File: config.mk
export PLATFORM = sky130hd
export DESIGN_NAME = encoder_speed_feedback_monitor
export DESIGN_NICKNAME = d
export VERILOG_FILES = /design/src/enc_fb_pkg.sv /design/src/fault_qual_timer.sv /design/src/encoder_speed_feedback_monitor.sv
export SDC_FILE = /design/constraint.sdc
export NUM_CORES = 2
export LEC_CHECK = 0
export CAP_MARGIN = 20
export CORE_UTILIZATION = 55
export DETAILED_ROUTE_END_ITERATION = 8
export DONT_BUFFER_PORTS = 1
export GPL_TIMING_DRIVEN = 0
export PLACE_DENSITY = 0.67
export SETUP_SLACK_MARGIN = 0.3
export SYNTH_ARGS = -nofsm -noshare
export SYNTH_HDL_FRONTEND = slang
export SYNTH_SLANG_ARGS = --single-unit
File: constraint.sdc
create_clock -name aclk -period 234.4 [get_ports aclk]
set_input_delay 23.44 -clock aclk [delete_from_list [all_inputs] [get_ports aclk]]
set_output_delay 23.44 -clock aclk [all_outputs]
set_load 0.05 [all_outputs]
File: src/enc_fb_pkg.sv
// shared constants for the encoder speed feedback monitor
package enc_fb_pkg;
  // clock and time base
  localparam int CLK_PERIOD_PS = 4000;
  localparam int TICK_TIME_MS = 100;
  localparam int GATE_TIME_MS = 10;
  // cycles per millisecond first, so the product stays inside an int
  localparam int TICK_CYCLES = TICK_TIME_MS * (1000000000 / CLK_PERIOD_PS);
  localparam int GATE_CYCLES = GATE_TIME_MS * (1000000000 / CLK_PERIOD_PS);
  localparam int GATES_PER_MIN = (60 * 1000) / GATE_TIME_MS;
  localparam int PCT_SCALE = 100;
  localparam int DIV_HUNDREDS = 100;
  localparam int DIV_M_MAX = 32;
  // register byte offsets
  localparam logic [7:0] OFS_PPR = 8'h00;
  localparam logic [7:0] OFS_SEL = 8'h04;
  localparam logic [7:0] OFS_PMON_DIV = 8'h08;
  localparam logic [7:0] OFS_OS_LEVEL = 8'h0C;
  localparam logic [7:0] OFS_OS_DELAY = 8'h10;
  localparam logic [7:0] OFS_DEV_LEVEL = 8'h14;
  localparam logic [7:0] OFS_DEV_DELAY = 8'h18;
  localparam logic [7:0] OFS_MOTOR_TEETH = 8'h1C;
  localparam logic [7:0] OFS_ENC_TEETH = 8'h20;
  localparam logic [7:0] OFS_OC_DELAY = 8'h24;
  localparam logic [7:0] OFS_MAX_FREQ = 8'h28;
  localparam logic [7:0] OFS_MIN_FREQ = 8'h2C;
  localparam logic [7:0] OFS_MAX_SPEED = 8'h30;
  localparam logic [7:0] OFS_AGREE = 8'h34;
  localparam logic [7:0] OFS_STATUS = 8'h38;
  localparam logic [7:0] OFS_SPEED = 8'h3C;
  // selection register fields
  localparam int SEL_OC_LSB = 0;
  localparam int SEL_OS_LSB = 2;
  localparam int SEL_DEV_LSB = 4;
  localparam int SEL_DIR_BIT = 8;
  localparam int SEL_INTEG_BIT = 9;
  // status register fields
  localparam int ST_OC_BIT = 0;
  localparam int ST_OS_BIT = 1;
  localparam int ST_DEV_BIT = 2;
  localparam int ST_DIR_BIT = 3;
  localparam int ST_ARMED_BIT = 4;
  // reset values
  localparam logic [15:0] RST_PPR = 16'h0400;
  localparam logic [1:0] RST_OC_ACT = 2'h1;
  localparam logic [1:0] RST_OS_ACT = 2'h1;
  localparam logic [1:0] RST_DEV_ACT = 2'h3;
  localparam logic [7:0] RST_PMON_DIV = 8'h01;
  localparam logic [7:0] RST_OS_LEVEL = 8'h73;
  localparam logic [7:0] RST_OS_DELAY = 8'h0A;
  localparam logic [7:0] RST_DEV_LEVEL = 8'h0A;
  localparam logic [7:0] RST_DEV_DELAY = 8'h05;
  localparam logic [7:0] RST_OC_DELAY = 8'h14;
  localparam logic [15:0] RST_MAX_FREQ = 16'h1770;
  localparam logic [15:0] RST_MIN_FREQ = 16'h0032;
  localparam logic [15:0] RST_MAX_SPEED = 16'h0708;
  localparam logic [15:0] RST_AGREE = 16'h0014;
  // stop methods
  typedef enum logic [1:0] {
    STOP_RAMP = 2'h0,
    STOP_COAST = 2'h1,
    STOP_FAST = 2'h2,
    STOP_NONE = 2'h3
  } stop_method_t;
  // axi responses
  localparam logic [1:0] RESP_OKAY = 2'h0;
  localparam logic [1:0] RESP_SLVERR = 2'h2;
endpackage

File: src/fault_qual_timer.sv
// time-qualified fault latch: counts base ticks while a condition holds
`timescale 1ns/10ps
module fault_qual_timer #(
  parameter bit STRICT = 1'b1
) (
  // clock and reset
  input wire logic aclk,
  input wire logic aresetn,
  // qualification
  input wire logic tick,
  input wire logic cond,
  input wire logic [7:0] delay,
  // latch control
  input wire logic clear,
  output logic fault
);
  logic [7:0] cnt_q;
  logic [7:0] cnt_d;
  logic fault_q;
  logic expired;

  // strict means the condition must outlast the delay, not just reach it
  assign expired = STRICT ? (cnt_q > delay) : (cnt_q >= delay);
  assign cnt_d = !cond ? 8'h00 :
    (tick && cnt_q != 8'hFF) ? cnt_q + 8'h01 : cnt_q;
  assign fault = fault_q;

  always_ff @(posedge aclk)
  begin
    if (!aresetn)
    begin
      cnt_q <= 8'h00;
      fault_q <= 1'b0;
    end
    else
    begin
      cnt_q <= cnt_d;
      // a new fault in the clearing cycle survives the clear
      fault_q <= (cond && expired) || (fault_q && !clear);
    end
  end
endmodule

File: src/encoder_speed_feedback_monitor.sv
// encoder speed feedback, pulse monitor divider and fault detection
`timescale 1ns/10ps
module encoder_speed_feedback_monitor #(
  parameter int TICK_CYCLES = enc_fb_pkg::TICK_CYCLES,
  parameter int GATE_CYCLES = enc_fb_pkg::GATE_CYCLES
) (
  // clock and reset
  input wire logic aclk,
  input wire logic aresetn,
  // axi4-lite write address and data
  input wire logic [7:0] s_axi_awaddr,
  input wire logic s_axi_awvalid,
  output logic s_axi_awready,
  input wire logic [31:0] s_axi_wdata,
  input wire logic [3:0] s_axi_wstrb,
  input wire logic s_axi_wvalid,
  output logic s_axi_wready,
  output logic [1:0] s_axi_bresp,
  output logic s_axi_bvalid,
  input wire logic s_axi_bready,
  // axi4-lite read
  input wire logic [7:0] s_axi_araddr,
  input wire logic s_axi_arvalid,
  output logic s_axi_arready,
  output logic [31:0] s_axi_rdata,
  output logic [1:0] s_axi_rresp,
  output logic s_axi_rvalid,
  input wire logic s_axi_rready,
  // shaft encoder
  input wire logic enc_a,
  input wire logic enc_b,
  // drive state
  input wire logic run,
  input wire logic accel_decel,
  input wire logic card_present,
  input wire logic [15:0] freq_ref,
  input wire logic [15:0] speed_ref,
  input wire logic [15:0] estimated_speed,
  // outputs to the drive
  output logic pulse_monitor,
  output logic integral_enable,
  output logic stop_request,
  output logic [1:0] stop_method,
  output logic [15:0] speed_monitor
);
  // settings
  logic [15:0] pulses_per_rev_q;
  logic [1:0] open_circuit_action_sel_q;
  logic [1:0] overspeed_action_sel_q;
  logic [1:0] deviation_action_sel_q;
  logic encoder_direction_sel_q;
  logic accel_integral_enable_q;
  logic [7:0] pulse_monitor_divider_q;
  logic [7:0] overspeed_level_q;
  logic [7:0] overspeed_delay_q;
  logic [7:0] deviation_level_q;
  logic [7:0] deviation_delay_q;
  logic [7:0] motor_side_teeth_q;
  logic [7:0] encoder_side_teeth_q;
  logic [7:0] open_circuit_delay_q;
  logic [15:0] max_freq_q;
  logic [15:0] minimum_output_frequency_q;
  logic [15:0] max_speed_q;
  logic [15:0] speed_agree_width_q;

  // ---------------- encoder front end ----------------
  logic [1:0] a_sync_q;
  logic [1:0] b_sync_q;
  logic a_prev_q;
  logic a_rise;
  logic a_leads;
  logic forward;
  logic dir_q;
  assign a_rise = a_sync_q[1] && !a_prev_q;
  // on a rising a edge, b still low means a leads
  assign a_leads = !b_sync_q[1];
  assign forward = a_leads ^ encoder_direction_sel_q;

  // ---------------- gate window and speed ----------------
  logic [31:0] gate_cnt_q;
  logic [15:0] pulse_cnt_q;
  logic [15:0] pulses_q;
  logic gate_end;
  logic [47:0] speed_num;
  logic [47:0] speed_den;
  logic [47:0] speed_full;
  logic [15:0] enc_speed_q;
  logic [7:0] et;
  logic [7:0] mt;
  assign gate_end = gate_cnt_q == 32'(GATE_CYCLES - 1);
  // a zero tooth count is taken as one tooth
  assign et = encoder_side_teeth_q == 8'h00 ? 8'h01 : encoder_side_teeth_q;
  assign mt = motor_side_teeth_q == 8'h00 ? 8'h01 : motor_side_teeth_q;
  assign speed_num = 48'(pulses_q) * 48'(enc_fb_pkg::GATES_PER_MIN) *
    48'(et);
  assign speed_den = (pulses_per_rev_q == 16'h0000 ? 48'h0000_0000_0001 :
    48'(pulses_per_rev_q)) * 48'(mt);
  assign speed_full = speed_num / speed_den;
  // one cycle late so the divider has a register on each side

  // ---------------- pulse monitor divider ----------------
  logic pm_n;
  logic [7:0] pm_m_raw;
  logic [7:0] pm_m;
  logic [7:0] pm_step;
  logic [8:0] pm_sum;
  logic [7:0] pm_acc_q;
  logic pm_out_q;
  assign pm_n = pulse_monitor_divider_q >= 8'(enc_fb_pkg::DIV_HUNDREDS);
  assign pm_m_raw = pm_n ?
    pulse_monitor_divider_q - 8'(enc_fb_pkg::DIV_HUNDREDS) :
    pulse_monitor_divider_q;
  assign pm_step = pm_n ? 8'h02 : 8'h01;
  // clamp so the ratio never leaves 1/32..1
  assign pm_m = pm_m_raw > 8'(enc_fb_pkg::DIV_M_MAX) ?
    8'(enc_fb_pkg::DIV_M_MAX) :
    (pm_m_raw < pm_step ? pm_step : pm_m_raw);
  assign pm_sum = {1'b0, pm_acc_q} + {1'b0, pm_step};

  // ---------------- fault conditions ----------------
  logic tick;
  logic [31:0] tick_cnt_q;
  logic [47:0] speed_pct;
  logic [47:0] os_limit;
  logic [47:0] dev_limit;
  logic [15:0] dev_abs;
  logic [47:0] dev_pct;
  logic ref_above_floor;
  logic no_pulse_q;
  logic oc_cond;
  logic os_cond;
  logic dev_cond;
  logic armed_q;
  logic oc_fault;
  logic os_fault;
  logic dev_fault;
  logic fault_clear;
  assign tick = tick_cnt_q == 32'(TICK_CYCLES - 1);
  assign ref_above_floor = run &&
    ((48'(freq_ref) * 48'(enc_fb_pkg::PCT_SCALE) > 48'(max_freq_q)) ||
    (freq_ref > minimum_output_frequency_q));
  // restart the absence timer on every rising edge of encoder line a
  assign oc_cond = ref_above_floor && !a_rise && no_pulse_q;
  assign speed_pct = 48'(enc_speed_q) * 48'(enc_fb_pkg::PCT_SCALE);
  assign os_limit = 48'(overspeed_level_q) * 48'(max_speed_q);
  assign os_cond = speed_pct > os_limit;
  assign dev_abs = speed_ref > enc_speed_q ? speed_ref - enc_speed_q :
    enc_speed_q - speed_ref;
  assign dev_pct = 48'(dev_abs) * 48'(enc_fb_pkg::PCT_SCALE);
  assign dev_limit = 48'(deviation_level_q) * 48'(max_speed_q);
  assign dev_cond = armed_q && dev_pct > dev_limit;

  fault_qual_timer #(.STRICT(1'b0)) u_oc_timer (
    .aclk(aclk), .aresetn(aresetn), .tick(tick), .cond(oc_cond),
    .delay(open_circuit_delay_q), .clear(fault_clear), .fault(oc_fault)
  );
  fault_qual_timer #(.STRICT(1'b1)) u_os_timer (
    .aclk(aclk), .aresetn(aresetn), .tick(tick), .cond(os_cond),
    .delay(overspeed_delay_q), .clear(fault_clear), .fault(os_fault)
  );
  fault_qual_timer #(.STRICT(1'b1)) u_dev_timer (
    .aclk(aclk), .aresetn(aresetn), .tick(tick), .cond(dev_cond),
    .delay(deviation_delay_q), .clear(fault_clear), .fault(dev_fault)
  );

  // stop method of the highest-priority latched fault
  logic [1:0] act_sel;
  logic act_any;
  assign act_sel = oc_fault ? open_circuit_action_sel_q :
    os_fault ? overspeed_action_sel_q :
    dev_fault ? deviation_action_sel_q :
    enc_fb_pkg::STOP_NONE;
  assign act_any = (oc_fault &&
    open_circuit_action_sel_q != enc_fb_pkg::STOP_NONE) ||
    (os_fault && overspeed_action_sel_q != enc_fb_pkg::STOP_NONE) ||
    (dev_fault && deviation_action_sel_q != enc_fb_pkg::STOP_NONE);

  // ---------------- axi4-lite slave ----------------
  logic [7:0] aw_addr_q;
  logic aw_have_q;
  logic [31:0] w_data_q;
  logic [3:0] w_strb_q;
  logic w_have_q;
  logic do_write;
  logic wr_hit;
  logic [15:0] wv;
  logic [7:0] rd_addr;
  logic [31:0] rd_data;
  logic rd_hit;
  assign do_write = aw_have_q && w_have_q && !s_axi_bvalid;
  assign wv = {w_strb_q[1] ? w_data_q[15:8] : 8'h00,
    w_strb_q[0] ? w_data_q[7:0] : 8'h00};
  assign wr_hit = aw_addr_q <= enc_fb_pkg::OFS_STATUS &&
    aw_addr_q[1:0] == 2'h0;
  assign fault_clear = do_write && aw_addr_q == enc_fb_pkg::OFS_STATUS &&
    w_strb_q[0];
  assign rd_addr = s_axi_araddr;
  assign rd_hit = rd_addr <= enc_fb_pkg::OFS_SPEED && rd_addr[1:0] == 2'h0;
  always_comb
  begin
    rd_data = 32'h0000_0000;
    case (rd_addr)
      enc_fb_pkg::OFS_PPR: rd_data = 32'(pulses_per_rev_q);
      enc_fb_pkg::OFS_SEL: rd_data = 32'({accel_integral_enable_q,
        encoder_direction_sel_q, 2'h0, deviation_action_sel_q,
        overspeed_action_sel_q, open_circuit_action_sel_q});
      enc_fb_pkg::OFS_PMON_DIV: rd_data = 32'(pulse_monitor_divider_q);
      enc_fb_pkg::OFS_OS_LEVEL: rd_data = 32'(overspeed_level_q);
      enc_fb_pkg::OFS_OS_DELAY: rd_data = 32'(overspeed_delay_q);
      enc_fb_pkg::OFS_DEV_LEVEL: rd_data = 32'(deviation_level_q);
      enc_fb_pkg::OFS_DEV_DELAY: rd_data = 32'(deviation_delay_q);
      enc_fb_pkg::OFS_MOTOR_TEETH: rd_data = 32'(motor_side_teeth_q);
      enc_fb_pkg::OFS_ENC_TEETH: rd_data = 32'(encoder_side_teeth_q);
      enc_fb_pkg::OFS_OC_DELAY: rd_data = 32'(open_circuit_delay_q);
      enc_fb_pkg::OFS_MAX_FREQ: rd_data = 32'(max_freq_q);
      enc_fb_pkg::OFS_MIN_FREQ: rd_data = 32'(minimum_output_frequency_q);
      enc_fb_pkg::OFS_MAX_SPEED: rd_data = 32'(max_speed_q);
      enc_fb_pkg::OFS_AGREE: rd_data = 32'(speed_agree_width_q);
      enc_fb_pkg::OFS_STATUS: rd_data = 32'({armed_q, dir_q, dev_fault,
        os_fault, oc_fault});
      enc_fb_pkg::OFS_SPEED: rd_data = 32'(speed_monitor);
      default: rd_data = 32'h0000_0000;
    endcase
  end

  always_ff @(posedge aclk)
  begin
    if (!aresetn)
    begin
      s_axi_awready <= 1'b0;
      s_axi_wready <= 1'b0;
      s_axi_bvalid <= 1'b0;
      s_axi_bresp <= enc_fb_pkg::RESP_OKAY;
      s_axi_arready <= 1'b0;
      s_axi_rvalid <= 1'b0;
      s_axi_rresp <= enc_fb_pkg::RESP_OKAY;
      s_axi_rdata <= 32'h0000_0000;
      aw_have_q <= 1'b0;
      w_have_q <= 1'b0;
      aw_addr_q <= 8'h00;
      w_data_q <= 32'h0000_0000;
      w_strb_q <= 4'h0;
    end
    else
    begin
      s_axi_awready <= !aw_have_q && !s_axi_awready && s_axi_awvalid;
      s_axi_wready <= !w_have_q && !s_axi_wready && s_axi_wvalid;
      if (s_axi_awvalid && s_axi_awready)
      begin
        aw_have_q <= 1'b1;
        aw_addr_q <= s_axi_awaddr;
      end
      if (s_axi_wvalid && s_axi_wready)
      begin
        w_have_q <= 1'b1;
        w_data_q <= s_axi_wdata;
        w_strb_q <= s_axi_wstrb;
      end
      if (do_write)
      begin
        aw_have_q <= 1'b0;
        w_have_q <= 1'b0;
        s_axi_bvalid <= 1'b1;
        s_axi_bresp <= wr_hit ? enc_fb_pkg::RESP_OKAY :
          enc_fb_pkg::RESP_SLVERR;
      end
      else if (s_axi_bready)
        s_axi_bvalid <= 1'b0;
      s_axi_arready <= !s_axi_arready && !s_axi_rvalid && s_axi_arvalid;
      if (s_axi_arvalid && s_axi_arready)
      begin
        s_axi_rvalid <= 1'b1;
        s_axi_rdata <= rd_data;
        s_axi_rresp <= rd_hit ? enc_fb_pkg::RESP_OKAY :
          enc_fb_pkg::RESP_SLVERR;
      end
      else if (s_axi_rready)
        s_axi_rvalid <= 1'b0;
    end
  end

  // settings registers; writes to the status word only clear faults
  always_ff @(posedge aclk)
  begin
    if (!aresetn)
    begin
      pulses_per_rev_q <= enc_fb_pkg::RST_PPR;
      open_circuit_action_sel_q <= enc_fb_pkg::RST_OC_ACT;
      overspeed_action_sel_q <= enc_fb_pkg::RST_OS_ACT;
      deviation_action_sel_q <= enc_fb_pkg::RST_DEV_ACT;
      encoder_direction_sel_q <= 1'b0;
      accel_integral_enable_q <= 1'b0;
      pulse_monitor_divider_q <= enc_fb_pkg::RST_PMON_DIV;
      overspeed_level_q <= enc_fb_pkg::RST_OS_LEVEL;
      overspeed_delay_q <= enc_fb_pkg::RST_OS_DELAY;
      deviation_level_q <= enc_fb_pkg::RST_DEV_LEVEL;
      deviation_delay_q <= enc_fb_pkg::RST_DEV_DELAY;
      motor_side_teeth_q <= 8'h00;
      encoder_side_teeth_q <= 8'h00;
      open_circuit_delay_q <= enc_fb_pkg::RST_OC_DELAY;
      max_freq_q <= enc_fb_pkg::RST_MAX_FREQ;
      minimum_output_frequency_q <= enc_fb_pkg::RST_MIN_FREQ;
      max_speed_q <= enc_fb_pkg::RST_MAX_SPEED;
      speed_agree_width_q <= enc_fb_pkg::RST_AGREE;
    end
    else if (do_write)
    begin
      case (aw_addr_q)
        enc_fb_pkg::OFS_PPR: pulses_per_rev_q <= wv;
        enc_fb_pkg::OFS_SEL:
        begin
          open_circuit_action_sel_q <= wv[enc_fb_pkg::SEL_OC_LSB +: 2];
          overspeed_action_sel_q <= wv[enc_fb_pkg::SEL_OS_LSB +: 2];
          deviation_action_sel_q <= wv[enc_fb_pkg::SEL_DEV_LSB +: 2];
          encoder_direction_sel_q <= wv[enc_fb_pkg::SEL_DIR_BIT];
          accel_integral_enable_q <= wv[enc_fb_pkg::SEL_INTEG_BIT];
        end
        enc_fb_pkg::OFS_PMON_DIV: pulse_monitor_divider_q <= wv[7:0];
        enc_fb_pkg::OFS_OS_LEVEL: overspeed_level_q <= wv[7:0];
        enc_fb_pkg::OFS_OS_DELAY: overspeed_delay_q <= wv[7:0];
        enc_fb_pkg::OFS_DEV_LEVEL: deviation_level_q <= wv[7:0];
        enc_fb_pkg::OFS_DEV_DELAY: deviation_delay_q <= wv[7:0];
        enc_fb_pkg::OFS_MOTOR_TEETH: motor_side_teeth_q <= wv[7:0];
        enc_fb_pkg::OFS_ENC_TEETH: encoder_side_teeth_q <= wv[7:0];
        enc_fb_pkg::OFS_OC_DELAY: open_circuit_delay_q <= wv[7:0];
        enc_fb_pkg::OFS_MAX_FREQ: max_freq_q <= wv;
        enc_fb_pkg::OFS_MIN_FREQ: minimum_output_frequency_q <= wv;
        enc_fb_pkg::OFS_MAX_SPEED: max_speed_q <= wv;
        enc_fb_pkg::OFS_AGREE: speed_agree_width_q <= wv;
        default: ;
      endcase
    end
  end

  // datapath
  always_ff @(posedge aclk)
  begin
    if (!aresetn)
    begin
      a_sync_q <= 2'h0;
      b_sync_q <= 2'h0;
      a_prev_q <= 1'b0;
      dir_q <= 1'b0;
      gate_cnt_q <= 32'h0000_0000;
      pulse_cnt_q <= 16'h0000;
      pulses_q <= 16'h0000;
      enc_speed_q <= 16'h0000;
      pm_acc_q <= 8'h00;
      pm_out_q <= 1'b0;
      tick_cnt_q <= 32'h0000_0000;
      no_pulse_q <= 1'b0;
      armed_q <= 1'b0;
      pulse_monitor <= 1'b0;
      integral_enable <= 1'b1;
      stop_request <= 1'b0;
      stop_method <= enc_fb_pkg::STOP_NONE;
      speed_monitor <= 16'h0000;
    end
    else
    begin
      a_sync_q <= {a_sync_q[0], enc_a};
      b_sync_q <= {b_sync_q[0], enc_b};
      a_prev_q <= a_sync_q[1];
      if (a_rise)
        dir_q <= forward;
      gate_cnt_q <= gate_end ? 32'h0000_0000 : gate_cnt_q + 32'h0000_0001;
      if (gate_end)
      begin
        pulses_q <= pulse_cnt_q;
        pulse_cnt_q <= 16'(a_rise);
        // a window with no edge at all marks the feedback as missing
        no_pulse_q <= pulse_cnt_q == 16'h0000 && !a_rise;
      end
      else if (a_rise && pulse_cnt_q != 16'hFFFF)
        pulse_cnt_q <= pulse_cnt_q + 16'h0001;
      if (a_rise)
        no_pulse_q <= 1'b0;
      enc_speed_q <= speed_full[47:16] != 32'h0000_0000 ? 16'hFFFF :
        speed_full[15:0];
      if (a_rise)
      begin
        pm_acc_q <= pm_sum >= {1'b0, pm_m} ? 8'(pm_sum - {1'b0, pm_m}) :
          pm_sum[7:0];
        pm_out_q <= pm_sum >= {1'b0, pm_m};
      end
      else
        pm_out_q <= 1'b0;
      pulse_monitor <= pm_out_q;
      tick_cnt_q <= tick ? 32'h0000_0000 : tick_cnt_q + 32'h0000_0001;
      if (!run)
        armed_q <= 1'b0;
      else if (dev_abs <= speed_agree_width_q)
        armed_q <= 1'b1;
      integral_enable <= accel_decel ? accel_integral_enable_q : 1'b1;
      stop_request <= act_any;
      stop_method <= act_sel;
      speed_monitor <= card_present ? enc_speed_q : estimated_speed;
    end
  end
endmodule

### Yosys cells after proc, flatten, opt, wreduce, memory -nomap -nowiden

Index checks and enable logic that the tools add are counted.

| storage, ports and cells | value |
|---|---|
| register bits | 398 |
| input port bits | 112 |
| output and inout bits | 62 |

| cells by class | value |
|---|---|
| add/subtract/negate cells | 11 |
| multipliers | 8 |
| divide/modulo/power cells | 1 |
| $lt $le $gt $ge | 15 |
| equality and inequality tests | 38 |
| multiplexer cells | 25 |
| bitwise logic cells | 2 |
| reduce and logical (&&, ||, !) cells | 87 |

Operator list:

| operator | number |
|---|---|
| $pmux W16 S16 | 1 |
| $eq A8 B6 Y1 const B | 15 |
| $add A32 B1 Y32 const B | 2 |
| $eq A8 B5 Y1 const B | 8 |
| $mux W16 | 4 |
| $mux W8 | 8 |
| $mul A16 B5 Y21 const B | 3 |
| $div A37 B48 Y48 | 1 |
| $gt A23 B24 Y1 | 2 |
| $mul A8 B16 Y24 | 2 |
| $reduce_and A2 Y1 | 20 |
| $logic_and A1 B1 Y1 | 34 |
| $mul A25 B8 Y33 | 1 |
| $eq A32 B22 Y1 const B | 1 |
| $eq A32 B25 Y1 const B | 1 |
| $eq A8 B4 Y1 const B | 4 |
| $gt A16 B16 Y1 | 2 |
| $logic_not A16 Y1 | 2 |
| $logic_not A8 Y1 | 4 |
| $reduce_bool A32 Y1 | 1 |
| $sub A16 B16 Y16 | 2 |
| $mul A16 B9 Y25 const B | 1 |
| $add A8 B1 Y8 const B | 3 |
| $mul A16 B8 Y24 | 1 |
| other kinds (26) | 64 |

### Depth between registers and ports, before layout

| depth | value |
|---|---|
| depth after elaboration | 8 |
| mapped depth | 956 |
| depth with buffers taken out | 864 |

### By module

Synthesis repeated with hierarchy kept, for this count alone.

| unflattened totals | value |
|---|---|
| cell total of the unflattened synthesis | 12878 |
| area total of the unflattened synthesis | 96352.4 µm² |

Modules (own cells, without submodules):

| module | instances | cells an instance | area an instance (µm²) | sequential area each (µm²) |
|---|---|---|---|---|
| encoder_speed_feedback_monitor | 1 | 12657 | 94506.9 | 7066.8 |
| fault_qual_timer (u_os_timer) | 1 | 76 | 623.1 | 180.2 |
| fault_qual_timer (u_dev_timer) | 1 | 74 | 613.1 | 180.2 |
| fault_qual_timer (u_oc_timer) | 1 | 71 | 609.3 | 180.2 |

### Worst setup path after synthesis

Ideal clock, no wire load.

| timing path | value |
|---|---|
| path kind | register to register |
| start point | register pulses_per_rev_q[7] |
| end point | register enc_speed_q[0] |
| data arrival time | 185.857 ns |
| data required time | 234.258 ns |
| setup slack | 48.401 ns |
| stages on the path, launching flop included | 923 |
| cells stage by stage | dfxtp_1 > nor4_1 > a41oi_1 > nand2b_1 > fa_1 > fa_1 > inv_1 > fa_1 > fa_1 > ha_1 > buf_2 > a21o_1 > a31oi_2 > a211oi_1 > a211oi_1 > and3_1 > and3_1 > and3_1 > [887 not listed] > and3_1 > clkbuf_1 > nand2_4 > clkbuf_1 > mux2_1 > ha_1 > a21oi_1 > nor2b_1 > o21ai_0 > nand2_1 > a221oi_1 > o21ai_0 > nand2_1 > nand3_1 > nor4_1 > o221ai_1 > a2111oi_0 > a41oi_1 |

| on the way | value |
|---|---|
| word-level cells in the longest chain between the ends | 6 |

RTL lines:

| item | RTL line | source |
|---|---|---|
| start, declared | encoder_speed_feedback_monitor.sv:47 | `logic [15:0] pulses_per_rev_q;` |
| start signal, assigned | encoder_speed_feedback_monitor.sv:287 | `pulses_per_rev_q <= enc_fb_pkg::RST_PPR;` |
| start signal, assigned | encoder_speed_feedback_monitor.sv:309 | `enc_fb_pkg::OFS_PPR: pulses_per_rev_q <= wv;` |
| $logic_not A16 Y1 | encoder_speed_feedback_monitor.sv:96 | `assign speed_den = (pulses_per_rev_q == 16'h0000 ? 48'h0000_0000_0001 :` |
| $mux W16 (*) | encoder_speed_feedback_monitor.sv:96 |  |
| $mul A16 B8 Y24 (*) | encoder_speed_feedback_monitor.sv:97 | `48'(pulses_per_rev_q)) * 48'(mt);` |
| $div A37 B48 Y48 (*) | encoder_speed_feedback_monitor.sv:98 | `assign speed_full = speed_num / speed_den;` |
| $reduce_bool A32 Y1 | encoder_speed_feedback_monitor.sv:378 | `enc_speed_q <= speed_full[47:16] != 32'h0000_0000 ? 16'hFFFF :` |
| $mux W16 (*) | encoder_speed_feedback_monitor.sv:378 |  |
| end signal, assigned | encoder_speed_feedback_monitor.sv:378 |  |
| end, declared | encoder_speed_feedback_monitor.sv:87 | `logic [15:0] enc_speed_q;` |

Mark *: on every way between the ends. The rest lies on a longest branch, timed or not.
A chain may end at the register's enable or synchronous reset.

==> metrics <==
ratio of cells with drive above 1 in the final layout 0.05799; largest net degree at the start of global routing 46; Overflow after GRT 0; crit path DAT 219.99 ns; final period utilization 0.9371; area grow syn2layout 5.876%; final WL 312.7 mm; first-pass GRT wire length 488.0 mm; clk_lat worst skew 0.62 ns; Synth top area share 0.1880; Final Hold Violating Endpoints 0; Max clock buf depth 3; Via Count 95.39k; synth warn 0; clock sinks 380; Final setup viols 0; Rows 153; Worst R2R Path Depth 931; Commonest cells post-synth ha_1 (1447), nor2_1 (1326), inv_1 (1135); RSZ-0062 raised after global routing false; register area about 0.0076 mm^2; synth top area cells ha_1 (19%), fa_1 (10%), dfxtp_1 (7.9%); Yosys reg bits 380; I/O Buffers 0; Setup Crit Path Kind flip-flop to flip-flop; area leader, netlist ha_1; initial drt markers 7701; Initial Util 0.5541; Worst-Margin Slew around 1.2 ns; Die Width ~420 um; filler instances 16.47k; Seq/Total Area, Yosys 0.07898; setup TNS 0 ns; worst rel slew slack 0.2018; Synth Instances 12.92k; Inserted Clock Buffers 40; Startpoint Class flip-flop; CTS tree done; area of the multi-input gates 0.08311 mm^2; Netlist cell types 145; Bufs and invs on worst path about 130; vias in the first global route 90.80k; Crit Path Max Fanout 10; Via density 6.189; ys flop type dfxtp_1; WP data required 234.75 ns; max frequency ~4.6 MHz; hold depth 1; Mean Syn Cell Area 7.455 um^2; total track usage 0.3410; GP Congestion 1.025; drc violations 0; initial antenna violation count 9; H-tree depth 2; Die Y about 420 um; routed length per placed instance 20.29 um; final core occ 0.5867; CP endpoint kind flip-flop; CTS root buffer clkbuf_16; Final min period 219.65 ns; top-count cell post-synth ha_1; DIE AREA 0.1768 mm^2; Syn Std Cell Area 0.09632 mm^2; IO Pins 174; area of the core ~0.17 mm^2; fin. max-slew vios 0; CP max stage delay 0.66 ns; Crit path max-delay family compound AO/OA/AOI/OAI gates; DP Wirelength 259.5 mm; ANT nets after route 0; Stages on worst setup path 893; Worst path most repeated cell o21a_1; ys async rst share 0; Clock Skew 0.05544 ns; Final nets 15.09k; number of synthesized flops with an enable pin 0; Reg clk slew, reported paths 0.06 ns; max_cap viols 0; DR pass1 iterations 8; status completed; CP max-delay cell o311ai_1; HP Class flip-flop to flip-flop
==> metrics by stage <==
stage	cells	hold slack, ns	worst slack (ns)	cell area [um^2]
global placement	15270	0.4189	1.840	99340
detailed placement	15310	0.4258	4.542	100100
CTS	15390	0.4434	3.816	101500
floorplan	12950	0.4119	48.40	96430
global route	15410	0.4607	0.1770	102000
finish	15410	0.4420	14.75	102000
==> worst reg2reg max path: cells and delay by family, from the launching register on <==
kind	cells	cell delay, ns
flops	1	0.32
fa+ha+maj	51	17.37
compound gates	540	120.77
mux	10	3.33
simple gates	197	40.55
xor+xnor	1	0.44
buf+inv	132	36.60
==> final timing paths <==
path | startpoint | to | slack, ns
max | pulses_per_rev_q[7]$_SDFFE_PN0P_ | enc_speed_q[0]$_SDFF_PN0_ | 14.75
min | b_sync_q[0]$_SDFF_PN0_ | b_sync_q[1]$_SDFF_PN0_ | 0.44
max reg2reg | pulses_per_rev_q[7]$_SDFFE_PN0P_ | enc_speed_q[0]$_SDFF_PN0_ | 14.75
min reg2reg | b_sync_q[0]$_SDFF_PN0_ | b_sync_q[1]$_SDFF_PN0_ | 0.44
==> cells by family after synthesis <==
family          Yosys count  synth area share
mux                     334           0.03759
compound gates         3295            0.2269
xor+xnor                734           0.06690
simple gates           4650            0.2349
buf+inv                1577           0.06314
flops                   380           0.07898
other cells               2        0.00007797
fa+ha+maj              1948            0.2916
==> registers in the layout, summed over array words and instances (netlist names), 16 cells and up <==
| name | count |
|---|---|
| tick_cnt_q | 32 |
| max_speed_q | 16 |
| gate_cnt_q | 32 |
| pulse_cnt_q | 16 |
| minimum_output_frequency_q | 16 |
| pulses_q | 16 |
| max_freq_q | 16 |
| pulses_per_rev_q | 16 |
| speed_agree_width_q | 16 |
| enc_speed_q | 16 |
| w_data_q | 16 |
| s_axi_rdata | 16 |
| speed_monitor | 16 |
==> metal layers <==
| layer | GRT usage | vias to the layer above | wire length (um) |
|---|---|---|---|
| li1 | - | 46030 | - |
| met1 | 0.4451 | 45520 | 134600 |
| met2 | 0.5621 | 3162 | 142300 |
| met3 | 0.04260 | 673 | 20890 |
| met4 | 0.1472 | 4 | 14980 |
| met5 | 0 | - | 30 |
==> cell usage in the layout (no fill, tap or decap), types with 146 or more instances in the layout <==
cell type / synthesis / final
nand4_1: 147 / 147
xor2_1: 274 / 272
a21oi_1: 952 / 947
mux2_2: 193 / 193
o21ai_0: 504 / 501
a21o_1: 263 / 263
clkbuf_1: 328 / 292
nor2b_1: 157 / 157
and2_1: 426 / 426
fa_1: 496 / 496
xnor2_1: 458 / 456
o21a_1: 420 / 420
nor3_1: 469 / 467
ha_1: 1447 / 1447
nor2_1: 1326 / 1322
nand3_1: 224 / 224
dfxtp_1: 380 / 380
inv_1: 1135 / 1130
o31ai_1: 150 / 146
nand2_1: 1124 / 1118
==> layout make-up <==
cell class	count	share of cell area
multi-input combinational	10990	0.8150
sequential	380	0.07459
inverter	1139	0.04197
tap	2325	0.02853
buffer	438	0.01844
clock buffer	53	0.01108
timing repair buffer	48	0.007006
clock inverter	21	0.003030
antenna	16	0.0003926
==> what timing repair did <==
item                       in CTS  in global routing
hold buffers                    0                  0
gates resized for setup         0                143
setup buffers                   0                  8
setup endpoints to repair       0                  3
Power is not shown: default switching activity piles up to over one toggle a cycle in this logic, so the estimate is an artifact.
